File: config.mk
export PLATFORM = sky130hd
export DESIGN_NAME = safe_thrust_off_monitor
export DESIGN_NICKNAME = d
export VERILOG_FILES = /design/src/sto_pkg.sv /design/src/safe_thrust_off_monitor.sv
export SDC_FILE = /design/constraint.sdc
export NUM_CORES = 1
export LEC_CHECK = 0
export BUFFER_PORTS_ARGS = -buffer_cell sky130_fd_sc_hd__buf_2
export CAP_MARGIN = 20
export CORE_AREA = 10 10 265 267
export DETAILED_ROUTE_END_ITERATION = 6
export DIE_AREA = 0 0 275 277
export SLEW_MARGIN = 5
export SYNTH_ARGS = -nofsm -noshare
export SYNTH_HDL_FRONTEND = slang
export SYNTH_SLANG_ARGS = --single-unit
File: constraint.sdc
create_clock -name ref_clk_in -period 21.9 [get_ports ref_clk_in]
set_input_delay 2.19 -clock ref_clk_in [delete_from_list [all_inputs] [get_ports ref_clk_in]]
set_output_delay 2.19 -clock ref_clk_in [all_outputs]
set_load 0.01 [all_outputs]
File: src/sto_pkg.sv
// Purpose: constants and types for the safe thrust cutoff monitor
// Assumes: 125 MHz clock, byte register offsets on a 32-bit plain port
// Notes:   channel inputs are high while a channel is on
// Function
// - either channel off enters cutoff, thrust removed
// - upper channel off kills upper arm drive
// - lower channel off kills lower arm drive
// - off pulses below 1 ms are ignored
// - monitor active only when both channels off
// - monitor follows channels within 6 ms
// - cutoff drops servo ready, alarms, shows code
// - alarm clear only after both channels on
// - alarm dynamic brake follows alarm sequence
// - after clear, servo-off dynamic brake sequence
// - brake engages at hold time or low speed
// - over-speed raises error 26.0
// - deviation over limit raises error 24.0
// - source select picks command or feedback deviation
// - position beyond working range raises error 34.0
// - select 0 or 1 clamps to first limit
// - limit-active output while thrust is clamped
package sto_pkg;
    localparam int CLK_MHZ       = 125;
    localparam int FILTER_US     = 1000;
    localparam int FILTER_CYC    = FILTER_US * CLK_MHZ;
    localparam int MS_US         = 1000;
    localparam int MS_CYC        = MS_US * CLK_MHZ;
    localparam logic [7:0] A_CTRL   = 8'h00;
    localparam logic [7:0] A_STATUS = 8'h04;
    localparam logic [7:0] A_OVSPD  = 8'h08;
    localparam logic [7:0] A_DEVLIM = 8'h0c;
    localparam logic [7:0] A_DEVSRC = 8'h10;
    localparam logic [7:0] A_RANGE  = 8'h14;
    localparam logic [7:0] A_TLSEL  = 8'h18;
    localparam logic [7:0] A_TLIM1  = 8'h1c;
    localparam logic [7:0] A_BHOLD  = 8'h20;
    localparam logic [7:0] A_BRSPD  = 8'h24;
    localparam logic [7:0] A_ALSEQ  = 8'h28;
    localparam logic [7:0] A_OFFSEQ = 8'h2c;
    localparam int CTRL_CLR_BIT  = 0;
    localparam int ST_CODE_LSB   = 8;
    localparam logic [7:0] ERR_OVERSPEED = 8'h1a;
    localparam logic [7:0] ERR_DEVIATION = 8'h18;
    localparam logic [7:0] ERR_SOFTLIMIT = 8'h22;
    localparam logic [7:0] ERR_SAFETY    = 8'h1f;
    localparam logic [7:0] ERR_NONE      = 8'h00;
    typedef struct packed {
        logic [15:0] overspeed_level;
        logic [31:0] deviation_limit;
        logic        deviation_source_select;
        logic [31:0] working_range;
        logic [1:0]  thrust_limit_select;
        logic [15:0] first_thrust_limit;
        logic [15:0] brake_hold_time;
        logic [15:0] brake_release_speed;
        logic        alarm_stop_sequence;
        logic        servo_off_sequence;
    } cfg_t;
    localparam cfg_t CFG_RESET = '{
        overspeed_level:         16'hffff,
        deviation_limit:         32'hffffffff,
        deviation_source_select: 1'h0,
        working_range:           32'h7fffffff,
        thrust_limit_select:     2'h0,
        first_thrust_limit:      16'h7fff,
        brake_hold_time:         16'h0064,
        brake_release_speed:     16'h0000,
        alarm_stop_sequence:     1'h1,
        servo_off_sequence:      1'h1
    };
    typedef struct packed {
        logic        gate_upper;
        logic        gate_lower;
        logic        dyn_brake;
        logic        brake_release;
    } drive_t;
endpackage

File: src/safe_thrust_off_monitor.sv
// Purpose: safety cutoff, alarm sequencing and protection checks
// Assumes: all inputs synchronous to ref_clk_in except the safety channels and rst_n_in
// Notes:   brake hold time counts in 1 ms steps from a divider
`timescale 1ns/1ns
module safe_thrust_off_monitor
    import sto_pkg::*;
#(
    parameter int FILTER_CYCLES = FILTER_CYC,
    parameter int MS_CYCLES     = MS_CYC
)(
    input  wire logic               ref_clk_in,
    input  wire logic               rst_n_in,
    input  wire logic               safety_in_upper_in,
    input  wire logic               safety_in_lower_in,
    input  wire logic               servo_on_in,
    input  wire logic               position_mode_in,
    input  wire logic [15:0]        motor_speed_in,
    input  wire logic signed [31:0] dev_cmd_in,
    input  wire logic signed [31:0] dev_fb_in,
    input  wire logic signed [31:0] motor_pos_in,
    input  wire logic signed [15:0] thrust_cmd_in,
    input  wire logic [7:0]         addr_in,
    input  wire logic [31:0]        wdata_in,
    input  wire logic               wr_in,
    input  wire logic               rd_in,
    output logic [31:0]             rdata_out,
    output logic                    gate_upper_out,
    output logic                    gate_lower_out,
    output logic                    safety_monitor_out,
    output logic                    servo_ready_out,
    output logic                    alarm_out,
    output logic [7:0]              err_code_out,
    output logic                    dyn_brake_out,
    output logic                    brake_release_out,
    output logic signed [15:0]      thrust_out,
    output logic                    thrust_limit_active_out
);
    typedef enum logic [1:0] {ST_RUN, ST_HOLD, ST_STOP} brk_st_t;

    // reset release through two flops
    logic rst_s1_r, rst_n;
    always_ff @(posedge ref_clk_in or negedge rst_n_in)
    begin
        if (!rst_n_in)
        begin
            rst_s1_r <= 1'b0;
            rst_n    <= 1'b0;
        end
        else
        begin
            rst_s1_r <= 1'b1;
            rst_n    <= rst_s1_r;
        end
    end

    // per channel: synchroniser and off-pulse filter
    logic [1:0]  raw;
    logic [1:0]  sync1_r;
    logic [1:0]  sync2_r;
    logic [1:0]  ch_on_r;
    logic [31:0] cnt_r [2];
    assign raw = {safety_in_lower_in, safety_in_upper_in};
    generate
        for (genvar i = 0; i < 2; i++)
        begin : g_ch
            logic        differs;
            logic [31:0] cnt_nxt;
            assign differs = (sync2_r[i] != ch_on_r[i]);
            assign cnt_nxt = differs ? cnt_r[i] + 32'h1 : 32'h0;
            always_ff @(posedge ref_clk_in or negedge rst_n)
            begin
                if (!rst_n)
                begin
                    sync1_r[i] <= 1'b0;
                    sync2_r[i] <= 1'b0;
                    ch_on_r[i] <= 1'b0;
                    cnt_r[i]   <= 32'h0;
                end
                else
                begin
                    sync1_r[i] <= raw[i];
                    sync2_r[i] <= sync1_r[i];
                    // accept a change only after it stood a full filter time
                    if (differs && cnt_r[i] >= 32'(FILTER_CYCLES - 1))
                    begin
                        ch_on_r[i] <= sync2_r[i];
                        cnt_r[i]   <= 32'h0;
                    end
                    else
                    begin
                        cnt_r[i] <= cnt_nxt;
                    end
                end
            end
        end
    endgenerate

    // configuration registers and bus decode
    cfg_t        cfg_r;
    logic        clr_req;
    logic [31:0] rd_mux;
    logic        cutoff;
    logic        alarm_r;
    logic [7:0]  code_r;
    logic        mon_r;
    brk_st_t     st_r;
    logic        tla_r;
    logic [31:0] status_w;
    assign clr_req = wr_in && addr_in == A_CTRL && wdata_in[CTRL_CLR_BIT];
    assign status_w = {16'h0, code_r, 2'h0, tla_r, st_r != ST_STOP,
                       servo_ready_out, mon_r, alarm_r, cutoff};
    always_comb
    begin
        case (addr_in)
            A_STATUS: rd_mux = status_w;
            A_OVSPD:  rd_mux = {16'h0, cfg_r.overspeed_level};
            A_DEVLIM: rd_mux = cfg_r.deviation_limit;
            A_DEVSRC: rd_mux = {31'h0, cfg_r.deviation_source_select};
            A_RANGE:  rd_mux = cfg_r.working_range;
            A_TLSEL:  rd_mux = {30'h0, cfg_r.thrust_limit_select};
            A_TLIM1:  rd_mux = {16'h0, cfg_r.first_thrust_limit};
            A_BHOLD:  rd_mux = {16'h0, cfg_r.brake_hold_time};
            A_BRSPD:  rd_mux = {16'h0, cfg_r.brake_release_speed};
            A_ALSEQ:  rd_mux = {31'h0, cfg_r.alarm_stop_sequence};
            A_OFFSEQ: rd_mux = {31'h0, cfg_r.servo_off_sequence};
            default:  rd_mux = 32'h0;
        endcase
    end

    // register writes and read data one cycle later
    always_ff @(posedge ref_clk_in or negedge rst_n)
    begin
        if (!rst_n)
        begin
            cfg_r     <= CFG_RESET;
            rdata_out <= 32'h0;
        end
        else
        begin
            rdata_out <= rd_in ? rd_mux : 32'h0;
            if (wr_in)
            begin
                case (addr_in)
                    A_OVSPD:  cfg_r.overspeed_level <= wdata_in[15:0];
                    A_DEVLIM: cfg_r.deviation_limit <= wdata_in;
                    A_DEVSRC: cfg_r.deviation_source_select <= wdata_in[0];
                    A_RANGE:  cfg_r.working_range <= wdata_in;
                    A_TLSEL:  cfg_r.thrust_limit_select <= wdata_in[1:0];
                    A_TLIM1:  cfg_r.first_thrust_limit <= wdata_in[15:0];
                    A_BHOLD:  cfg_r.brake_hold_time <= wdata_in[15:0];
                    A_BRSPD:  cfg_r.brake_release_speed <= wdata_in[15:0];
                    A_ALSEQ:  cfg_r.alarm_stop_sequence <= wdata_in[0];
                    A_OFFSEQ: cfg_r.servo_off_sequence <= wdata_in[0];
                    default:  cfg_r <= cfg_r;
                endcase
            end
        end
    end

    // protection checks
    logic        run;
    logic [31:0] dev_sel;
    logic [31:0] dev_abs;
    logic [31:0] pos_abs;
    logic        err_speed, err_dev, err_range;
    logic        both_on_r, restore_err;
    logic        set_any;
    logic [7:0]  code_sel;
    assign cutoff    = !ch_on_r[0] || !ch_on_r[1];
    assign run       = servo_on_in && !alarm_r;
    assign dev_sel   = cfg_r.deviation_source_select ? dev_fb_in : dev_cmd_in;
    assign dev_abs   = dev_sel[31] ? 32'(-dev_sel) : dev_sel;
    assign pos_abs   = motor_pos_in[31] ? 32'(-motor_pos_in) : motor_pos_in;
    assign err_speed = motor_speed_in > cfg_r.overspeed_level;
    assign err_dev   = position_mode_in && dev_abs > cfg_r.deviation_limit;
    assign err_range = position_mode_in && pos_abs > cfg_r.working_range;
    // channels restored while servo-on is still asserted
    assign restore_err = !cutoff && !both_on_r && servo_on_in;
    assign set_any   = cutoff || restore_err || err_speed || err_dev || err_range;
    assign code_sel  = (cutoff || restore_err) ? ERR_SAFETY :
                       err_speed ? ERR_OVERSPEED :
                       err_dev   ? ERR_DEVIATION : ERR_SOFTLIMIT;

    // alarm latch; a cause present at clear time keeps the alarm
    always_ff @(posedge ref_clk_in or negedge rst_n)
    begin
        if (!rst_n)
        begin
            alarm_r   <= 1'b0;
            code_r    <= ERR_NONE;
            both_on_r <= 1'b0;
            mon_r     <= 1'b0;
        end
        else
        begin
            both_on_r <= !cutoff;
            mon_r     <= !ch_on_r[0] && !ch_on_r[1];
            if (set_any)
            begin
                alarm_r <= 1'b1;
                if (!alarm_r || clr_req)
                    code_r <= code_sel;
            end
            else if (clr_req)
            begin
                alarm_r <= 1'b0;
                code_r  <= ERR_NONE;
            end
        end
    end

    // 1 ms tick for the brake hold timer
    logic [31:0] ms_cnt_r;
    logic        ms_tick;
    assign ms_tick = ms_cnt_r >= 32'(MS_CYCLES - 1);
    always_ff @(posedge ref_clk_in or negedge rst_n)
    begin
        if (!rst_n)
            ms_cnt_r <= 32'h0;
        else
            ms_cnt_r <= ms_tick ? 32'h0 : ms_cnt_r + 32'h1;
    end

    // mechanical brake sequencing after leaving run
    logic [15:0] hold_r;
    logic        hold_done;
    logic        slow;
    brk_st_t     st_nxt;
    assign slow      = motor_speed_in < cfg_r.brake_release_speed;
    assign hold_done = hold_r >= cfg_r.brake_hold_time;
    always_comb
    begin
        case (st_r)
            ST_RUN:  st_nxt = run ? ST_RUN : ST_HOLD;
            ST_HOLD: st_nxt = (hold_done || slow) ? ST_STOP : ST_HOLD;
            ST_STOP: st_nxt = run ? ST_RUN : ST_STOP;
            default: st_nxt = ST_STOP;
        endcase
    end
    always_ff @(posedge ref_clk_in or negedge rst_n)
    begin
        if (!rst_n)
        begin
            st_r   <= ST_STOP;
            hold_r <= 16'h0;
        end
        else
        begin
            st_r <= st_nxt;
            if (st_r != ST_HOLD)
                hold_r <= 16'h0;
            else if (ms_tick && !hold_done)
                hold_r <= hold_r + 16'h1;
        end
    end

    // thrust limit clamp
    logic        clamp_en;
    logic [15:0] cmd_abs;
    logic        over;
    logic signed [15:0] lim_s;
    logic signed [15:0] thr_nxt;
    assign clamp_en = cfg_r.thrust_limit_select <= 2'h1;
    assign cmd_abs  = thrust_cmd_in[15] ? 16'(-thrust_cmd_in) : thrust_cmd_in;
    assign over     = clamp_en && cmd_abs > cfg_r.first_thrust_limit;
    assign lim_s    = $signed(cfg_r.first_thrust_limit);
    assign thr_nxt  = !over ? thrust_cmd_in :
                      thrust_cmd_in[15] ? 16'(-lim_s) : lim_s;

    // drive outputs from flops
    drive_t drv_r, drv_nxt;
    logic signed [15:0] thr_r;
    always_comb
    begin
        drv_nxt.gate_upper    = run && ch_on_r[0];
        drv_nxt.gate_lower    = run && ch_on_r[1];
        drv_nxt.dyn_brake     = alarm_r ? cfg_r.alarm_stop_sequence :
                                !run ? cfg_r.servo_off_sequence : 1'b0;
        drv_nxt.brake_release = st_nxt != ST_STOP;
    end
    always_ff @(posedge ref_clk_in or negedge rst_n)
    begin
        if (!rst_n)
        begin
            drv_r <= '0;
            thr_r <= 16'sh0;
            tla_r <= 1'b0;
        end
        else
        begin
            drv_r <= drv_nxt;
            thr_r <= (run && !cutoff) ? thr_nxt : 16'sh0;
            tla_r <= run && !cutoff && over;
        end
    end
    assign gate_upper_out          = drv_r.gate_upper;
    assign gate_lower_out          = drv_r.gate_lower;
    assign dyn_brake_out           = drv_r.dyn_brake;
    assign brake_release_out       = drv_r.brake_release;
    assign thrust_out              = thr_r;
    assign thrust_limit_active_out = tla_r;
    assign safety_monitor_out      = mon_r;
    assign servo_ready_out         = !alarm_r && !cutoff;
    assign alarm_out               = alarm_r;
    assign err_code_out            = code_r;
endmodule

==> results of run 1 <==
## registers in the layout, indices dropped and copies added, names as in the netlist, 2 cells and up
name and flops:
cfg_r 117, ms_cnt_r 32, sync1_r 2, hold_r 16, cnt_r 64, lim_s 16
rdata_out 32, ch_on_r 2, err_code_out 4, sync2_r 2, thrust_out 16, st_r 2
## worst max path at each step
| stage | slack, ps | end | cells after the start | start |
|---|---|---|---|---|
| 6_report | 15150 | err_code_out[2] | 17 | motor_pos_in[3] |
| 5_1_grt | 14880 | err_code_out[2] | 17 | motor_pos_in[3] |
| 4_1_cts | 15180 | err_code_out[2] | 17 | motor_pos_in[3] |
| 3_5_place_dp | 14610 | err_code_out[2] | 17 | motor_pos_in[3] |
| 3_3_place_gp | 14600 | err_code_out[2] | 17 | motor_pos_in[3] |
| 2_1_floorplan | 12650 | alarm_out | 0 | rst_n |
## layout by cell type, fill, tap and decap left out, drive strengths merged, types with 48 or more instances in the layout
| cell type | n |
|---|---|
| mux2 | 138 |
| ha | 135 |
| a21oi | 51 |
| clkbuf | 48 |
| nor2 | 153 |
| dfrtp | 215 |
| o21ai | 64 |
| inv | 154 |
| nand2 | 90 |
| xnor2 | 90 |
| xor2 | 51 |
| buf | 252 |
| conb | 48 |
| dfstp | 100 |
## metal layers
layer  GRT usage [%]  wire (um)  vias up
met3            2.50       2720       91
met5               0         27        -
met1            17.2      23400     7043
met4            4.54       1530        4
met2            25.2      28300      328
li1                -          -     6732
## stage by stage
step	util, %	hold slack (ps)	instance area [um^2]
6_report	33.2	349	21600
5_1_grt	33.2	353	21600
4_1_cts	33.2	350	21600
3_5_place_dp	31.3	336	20400
3_3_place_gp	31.3	337	20400
2_1_floorplan	-	331	18200
## report_power, final
part / total, mW / switching, mW / internal [mW]
combinational: 0.189 / 0.111 / 0.0779
sequential: 0.627 / 0.0183 / 0.608
clock: 0.617 / 0.258 / 0.359
## kinds of logic (layout without fill, tap and decap cells)
| kind of cell | count (synthesis) | in the layout | synth area share [%] |
|---|---|---|---|
| adder cells (fa/ha/maj) | 135 | 135 | 9.35 |
| buffers and inverters | 211 | 470 | 4.50 |
| flip-flops | 315 | 315 | 44.3 |
| multiplexers | 172 | 172 | 10.6 |
| XOR/XNOR | 141 | 141 | 6.84 |
| AND/OR/NAND/NOR | 449 | 449 | 12.3 |
| AO/OA/AOI/OAI | 317 | 317 | 12.1 |
| other | 2 | 48 | 0.0416 |
## area by class of cell
cell class | count | area (um^2)
inverter | 152 | 571
tap | 864 | 1080
sequential | 315 | 8010
timing repair buffer | 252 | 1310
clock inverter | 18 | 226
multi-input combinational | 1262 | 9420
fill | 6668 | 43500
clock buffer | 48 | 986
==> impl_metrics.env, run 1 <==
export IMPL_drive_gt1_share_pct=27.7
export IMPL_clk_pin_slew_ps=60
export IMPL_grt_pass1_vias=14816
export IMPL_dp_hpwl_um=43800
export IMPL_crit_type="in2reg"
export IMPL_numCtsBuffers=36
export IMPL_slew_viol_final=0
export IMPL_synthTopCellsByCount="dfrtp_1, nor2_1, inv_1"
export IMPL_fin_cells=2911
export IMPL_wire_per_inst_um=19.3
export IMPL_min_period_ps=6750
export IMPL_path_delay_family="simple AND/OR/NAND/NOR gates"
export IMPL_seq_area_frac_synth_pct=44.3
export IMPL_slowest_stage="o21ai_0"
export IMPL_path_cells="buf_2 > or3_1 > or4_4 > or3_4 > or2_4 > or3_4 > or3_4 > nor4_1 > ha_1 > a21o_1 > a41o_1 > a211oi_1 > a31oi_1 > o21ai_0 > nand3_1 > a21boi_0 > mux2_2"
export IMPL_portBuffers=237
export IMPL_syn_avg_cell_area_um2=10.4
export IMPL_reg2reg_to="err_code_out[2]"
export IMPL_min_path_cells=0
export IMPL_yosysMostFrequentCell="dfrtp_1"
export IMPL_cts_tree="yes"
export IMPL_dr_first_iter_drc_count=937
export IMPL_syn_to_final_growth_pct=19.6
export IMPL_num_antenna_cells=0
export IMPL_grt_setup_unrepaired="no"
export IMPL_cts_hold_buf=0
export IMPL_cp_slowest_stage_delay_ps=560
export IMPL_min_path_type="reg2reg"
export IMPL_synth_edf_count=0
export IMPL_fin_nets=2330
export IMPL_start_util_pct=27.7
export IMPL_vias=14198
export IMPL_routed_via_density=4.88
export IMPL_synth_top_cell_area_share_pct=29.8
export IMPL_syn_area_mm2=0.0181
export IMPL_synth_cell_type_count=68
export IMPL_synth_cells=1742
export IMPL_r2r_setup_slack_ps=16420
export IMPL_worst_path_buf_inv=1
export IMPL_yosys_warnings=0
export IMPL_root_buffer="clkbuf_16"
export IMPL_synth_area_leader_cell="dfrtp_1"
export IMPL_max_freq_ghz=0.148
export IMPL_synthTopCellsByArea="dfrtp_1, dfstp_2, ha_1, mux2_2, xnor2_1"
export IMPL_grt_first_pass_wirelength_um=86300
export IMPL_critical_path_required_ps=22350
export IMPL_hold_end="sync2_r[1]"
export IMPL_rows=94
export IMPL_num_io_pins=240
export IMPL_reg2reg_depth=17
export IMPL_dieArea_mm2=0.0762
export IMPL_power_density_mw_per_mm2=66.3
export IMPL_cts_resized=0
export IMPL_synth_async_reset_ratio_pct=100
export IMPL_yosys_most_used_dff="dfrtp_1"
export IMPL_wl_um=56100
export IMPL_min_from="sync1_r[1]"
export IMPL_track_usage_pct=14.3
export IMPL_path_max_fanout=5
export IMPL_max_slew_margin_pct=15.6
export IMPL_crit_arrival_ps=7210
export IMPL_timing_rr_start="cfg_r[84]"
export IMPL_status="completed"
export IMPL_setup_tns_final_ps=0
export IMPL_grt_max_degree=178
export IMPL_htree_levels=2
export IMPL_skew_ps=36.8
export IMPL_finalCritPeriodShare_pct=30.8
export IMPL_p_leak_nw=9.17
export IMPL_drt_first_pass_iters=7
export IMPL_insertion_delay_ps=570
export IMPL_dpl_cell_count=2845
export IMPL_cp_start_kind="input pin"
export IMPL_drc=0
export IMPL_die_h_um=277
export IMPL_cp_end_kind="flip-flop"
export IMPL_power_mw=1.43
export IMPL_antenna_left=0
export IMPL_peakVddDrop_mv=0.0386
export IMPL_postCtsSetupBuffers=0
export IMPL_tightest_slew_ps=1250
export IMPL_pre_cts_ws_ps=14610
export IMPL_antenna_found_initial=6
export IMPL_gp_congestion=0.890
export IMPL_die_w_um=275
export IMPL_clock_sinks=315
export IMPL_grt_overflow=0
export IMPL_setup_violations_final=0
export IMPL_path_common_cell="or3_4"
export IMPL_synth_seq_cells=315
export IMPL_clockBufferDepth=3
export IMPL_finalHoldViolations=0
export IMPL_setup_ws_ps=15150
export IMPL_core_area_mm2=0.0652
export IMPL_max_cap_violations=0
No activity file was read; power rests on OpenSTA's default activity.
==> inputs of run 2 (changes only) <==
==> constraint.sdc (replaced) <==
create_clock -name ref_clk_in -period 6.8 [get_ports ref_clk_in]
set_input_delay 0.68 -clock ref_clk_in [delete_from_list [all_inputs] [get_ports ref_clk_in]]
set_output_delay 0.68 -clock ref_clk_in [all_outputs]
set_load 0.01 [all_outputs]
==> run 2 against run 1 <==
  * Clock skew rose by 20 ps
  * Sequential power rose to 3.2 times the previous value
  * Die area did not move
  * Flip-flop and latch count did not move
  * Critical path depth did not move
  * Critical path type is now reg2reg
==> impl_metrics.env, run 2 (synthesized netlist as in run 1, its figures left out) <==
export IMPL_min_path_type="in2reg"
export IMPL_numCtsBuffers=36
export IMPL_clk_pin_slew_ps=60
export IMPL_timing_rr_start="cfg_r[84]"
export IMPL_reg2reg_depth=17
export IMPL_max_slew_margin_pct=17.0
export IMPL_slew_viol_final=0
export IMPL_grt_max_degree=169
export IMPL_fin_util_pct=33.3
export IMPL_track_usage_pct=14.3
export IMPL_r2r_setup_slack_ps=1220
export IMPL_power_frac_clock_pct=44.2
export IMPL_portBuffers=237
export IMPL_finalCritPeriodShare_pct=82.1
export IMPL_crit_type="reg2reg"
export IMPL_status="completed"
export IMPL_fill_cells=6689
export IMPL_power_density_mw_per_mm2=217
export IMPL_hold_ws_ps=215
export IMPL_postCtsSetupBuffers=0
export IMPL_setup_tns_final_ps=0
export IMPL_p_int_mw=3.45
export IMPL_pre_cts_ws_ps=938
export IMPL_top_register="cfg_r"
export IMPL_fin_area_mm2=0.0217
export IMPL_reg_top3="cfg_r (117), cnt_r (64)"
export IMPL_core_area_mm2=0.0652
export IMPL_seqPwrFrac_pct=42.9
export IMPL_die_w_um=275
export IMPL_path_max_fanout=31
export IMPL_grt_overflow=0
export IMPL_cp_start_kind="flip-flop"
export IMPL_syn_to_final_growth_pct=20.0
export IMPL_clockBufferDepth=3
export IMPL_finalHoldViolations=0
export IMPL_antenna_left=0
export IMPL_routed_via_density=4.90
export IMPL_vias=14295
export IMPL_htree_levels=2
export IMPL_cp_startpoint="cfg_r[84]"
export IMPL_root_buffer="clkbuf_16"
export IMPL_start_util_pct=27.7
export IMPL_grt_pass1_vias=14884
export IMPL_peakVddDrop_mv=0.161
export IMPL_cts_hold_buf=1
export IMPL_layout_commonest_cell="buf_2"
export IMPL_sw_frac_of_total_pct=26.7
export IMPL_reg2reg_to="err_code_out[2]"
export IMPL_setup_violations_final=0
export IMPL_grt_setup_unrepaired="no"
export IMPL_num_io_pins=240
export IMPL_antenna_found_initial=9
export IMPL_gp_congestion=0.901
export IMPL_rows=94
export IMPL_dp_hpwl_um=43600
export IMPL_post_dp_cell_area_mm2=0.0204
export IMPL_drt_first_pass_iters=6
export IMPL_dieArea_mm2=0.0762
export IMPL_grt_first_pass_wirelength_um=86200
export IMPL_tightest_slew_ps=1230
export IMPL_skew_ps=56.9
export IMPL_critical_path_required_ps=7220
export IMPL_max_cap_violations=0
export IMPL_cts_tree="yes"
export IMPL_max_freq_ghz=0.179
export IMPL_die_h_um=277
export IMPL_crit_end="err_code_out[2]"
export IMPL_clock_sinks=315
export IMPL_min_from="safety_in_lower_in"
export IMPL_pwr_share_comb_pct=12.9
export IMPL_largest_reg_flops=117
export IMPL_crit_arrival_ps=6000
export IMPL_drc=0
export IMPL_drive_gt1_share_pct=27.5
export IMPL_cts_resized=0
export IMPL_cp_end_kind="flip-flop"
export IMPL_fin_nets=2332
export IMPL_setup_ws_ps=1220
export IMPL_insertion_delay_ps=580
export IMPL_most_common_layout_cells="buf_2, dfrtp_1, inv_1"
export IMPL_p_leak_nw=9.18
export IMPL_p_switching_mw=1.26
export IMPL_wire_per_inst_um=19.2
export IMPL_dr_first_iter_drc_count=1045
export IMPL_wl_um=56000
export IMPL_min_period_ps=5580
==> run 2: critical path, stage by stage, from the launching register on <==
cell and delay [ps]:
dfrtp_2 740, buf_4 460, mux2_2 430, or4_1 610
or4b_1 580, nor2_1 200, nand2_1 130, o21ai_0 260
xor2_1 170, ha_1 270, nand4_1 170, nor3_1 80
a22oi_1 180, o211ai_1 100, o21ai_0 380, nand3_1 110
a21boi_0 230, mux2_2 360
==> run 2: area by class of cell <==
type                       count  area (um^2)  share of cell area, %
sequential                   315         8010                   37.0
timing repair buffer         254         1330                   6.13
clock inverter                18          304                   1.40
tap                          864         1080                   4.99
antenna                        2         5.00                 0.0231
inverter                     152          571                   2.63
multi-input combinational   1262         9420                   43.5
clock buffer                  48          956                   4.41
==> run 2: power by group through the flow <==
| stage | sequential [mW] | clock (mW) | combinational [mW] |
|---|---|---|---|
| 2_1_floorplan | 2.05 | 0 | 0.370 |
| 3_3_place_gp | 2.05 | 0 | 0.584 |
| 3_5_place_dp | 2.05 | 0 | 0.603 |
| 4_1_cts | 2.02 | 2.14 | 0.608 |
| 5_1_grt | 2.03 | 2.20 | 0.682 |
| 6_report | 2.02 | 2.08 | 0.606 |
==> run 2: per-stage QoR <==
stage                     total power, mW  cells
final                                4.71   2915
after global routing                 4.91   2915
after CTS                            4.76   2913
after detailed placement             2.66   2846
after global placement               2.63   2845
after floorplan                      2.42   1788
==> run 2: how the worst min path moves through the flow <==
| stage | end | slack (ps) | cells past startpoint |
|---|---|---|---|
| 2_1_floorplan | rst_n | 330 | 0 |
| 3_3_place_gp | sync2_r[1] | 340 | 0 |
| 3_5_place_dp | sync2_r[1] | 340 | 0 |
| 4_1_cts | sync1_r[1] | 190 | 1 |
| 5_1_grt | sync1_r[1] | 210 | 1 |
| 6_report | sync1_r[1] | 210 | 1 |
==> run 2: per-layer routing <==
layer	share of wire (%)	routed length (um)	track usage, %
met5	0.098	55	0
met3	4.7	2620	2.31
met2	51	28500	25.5
met4	2.6	1470	4.25
met1	42	23400	17.3
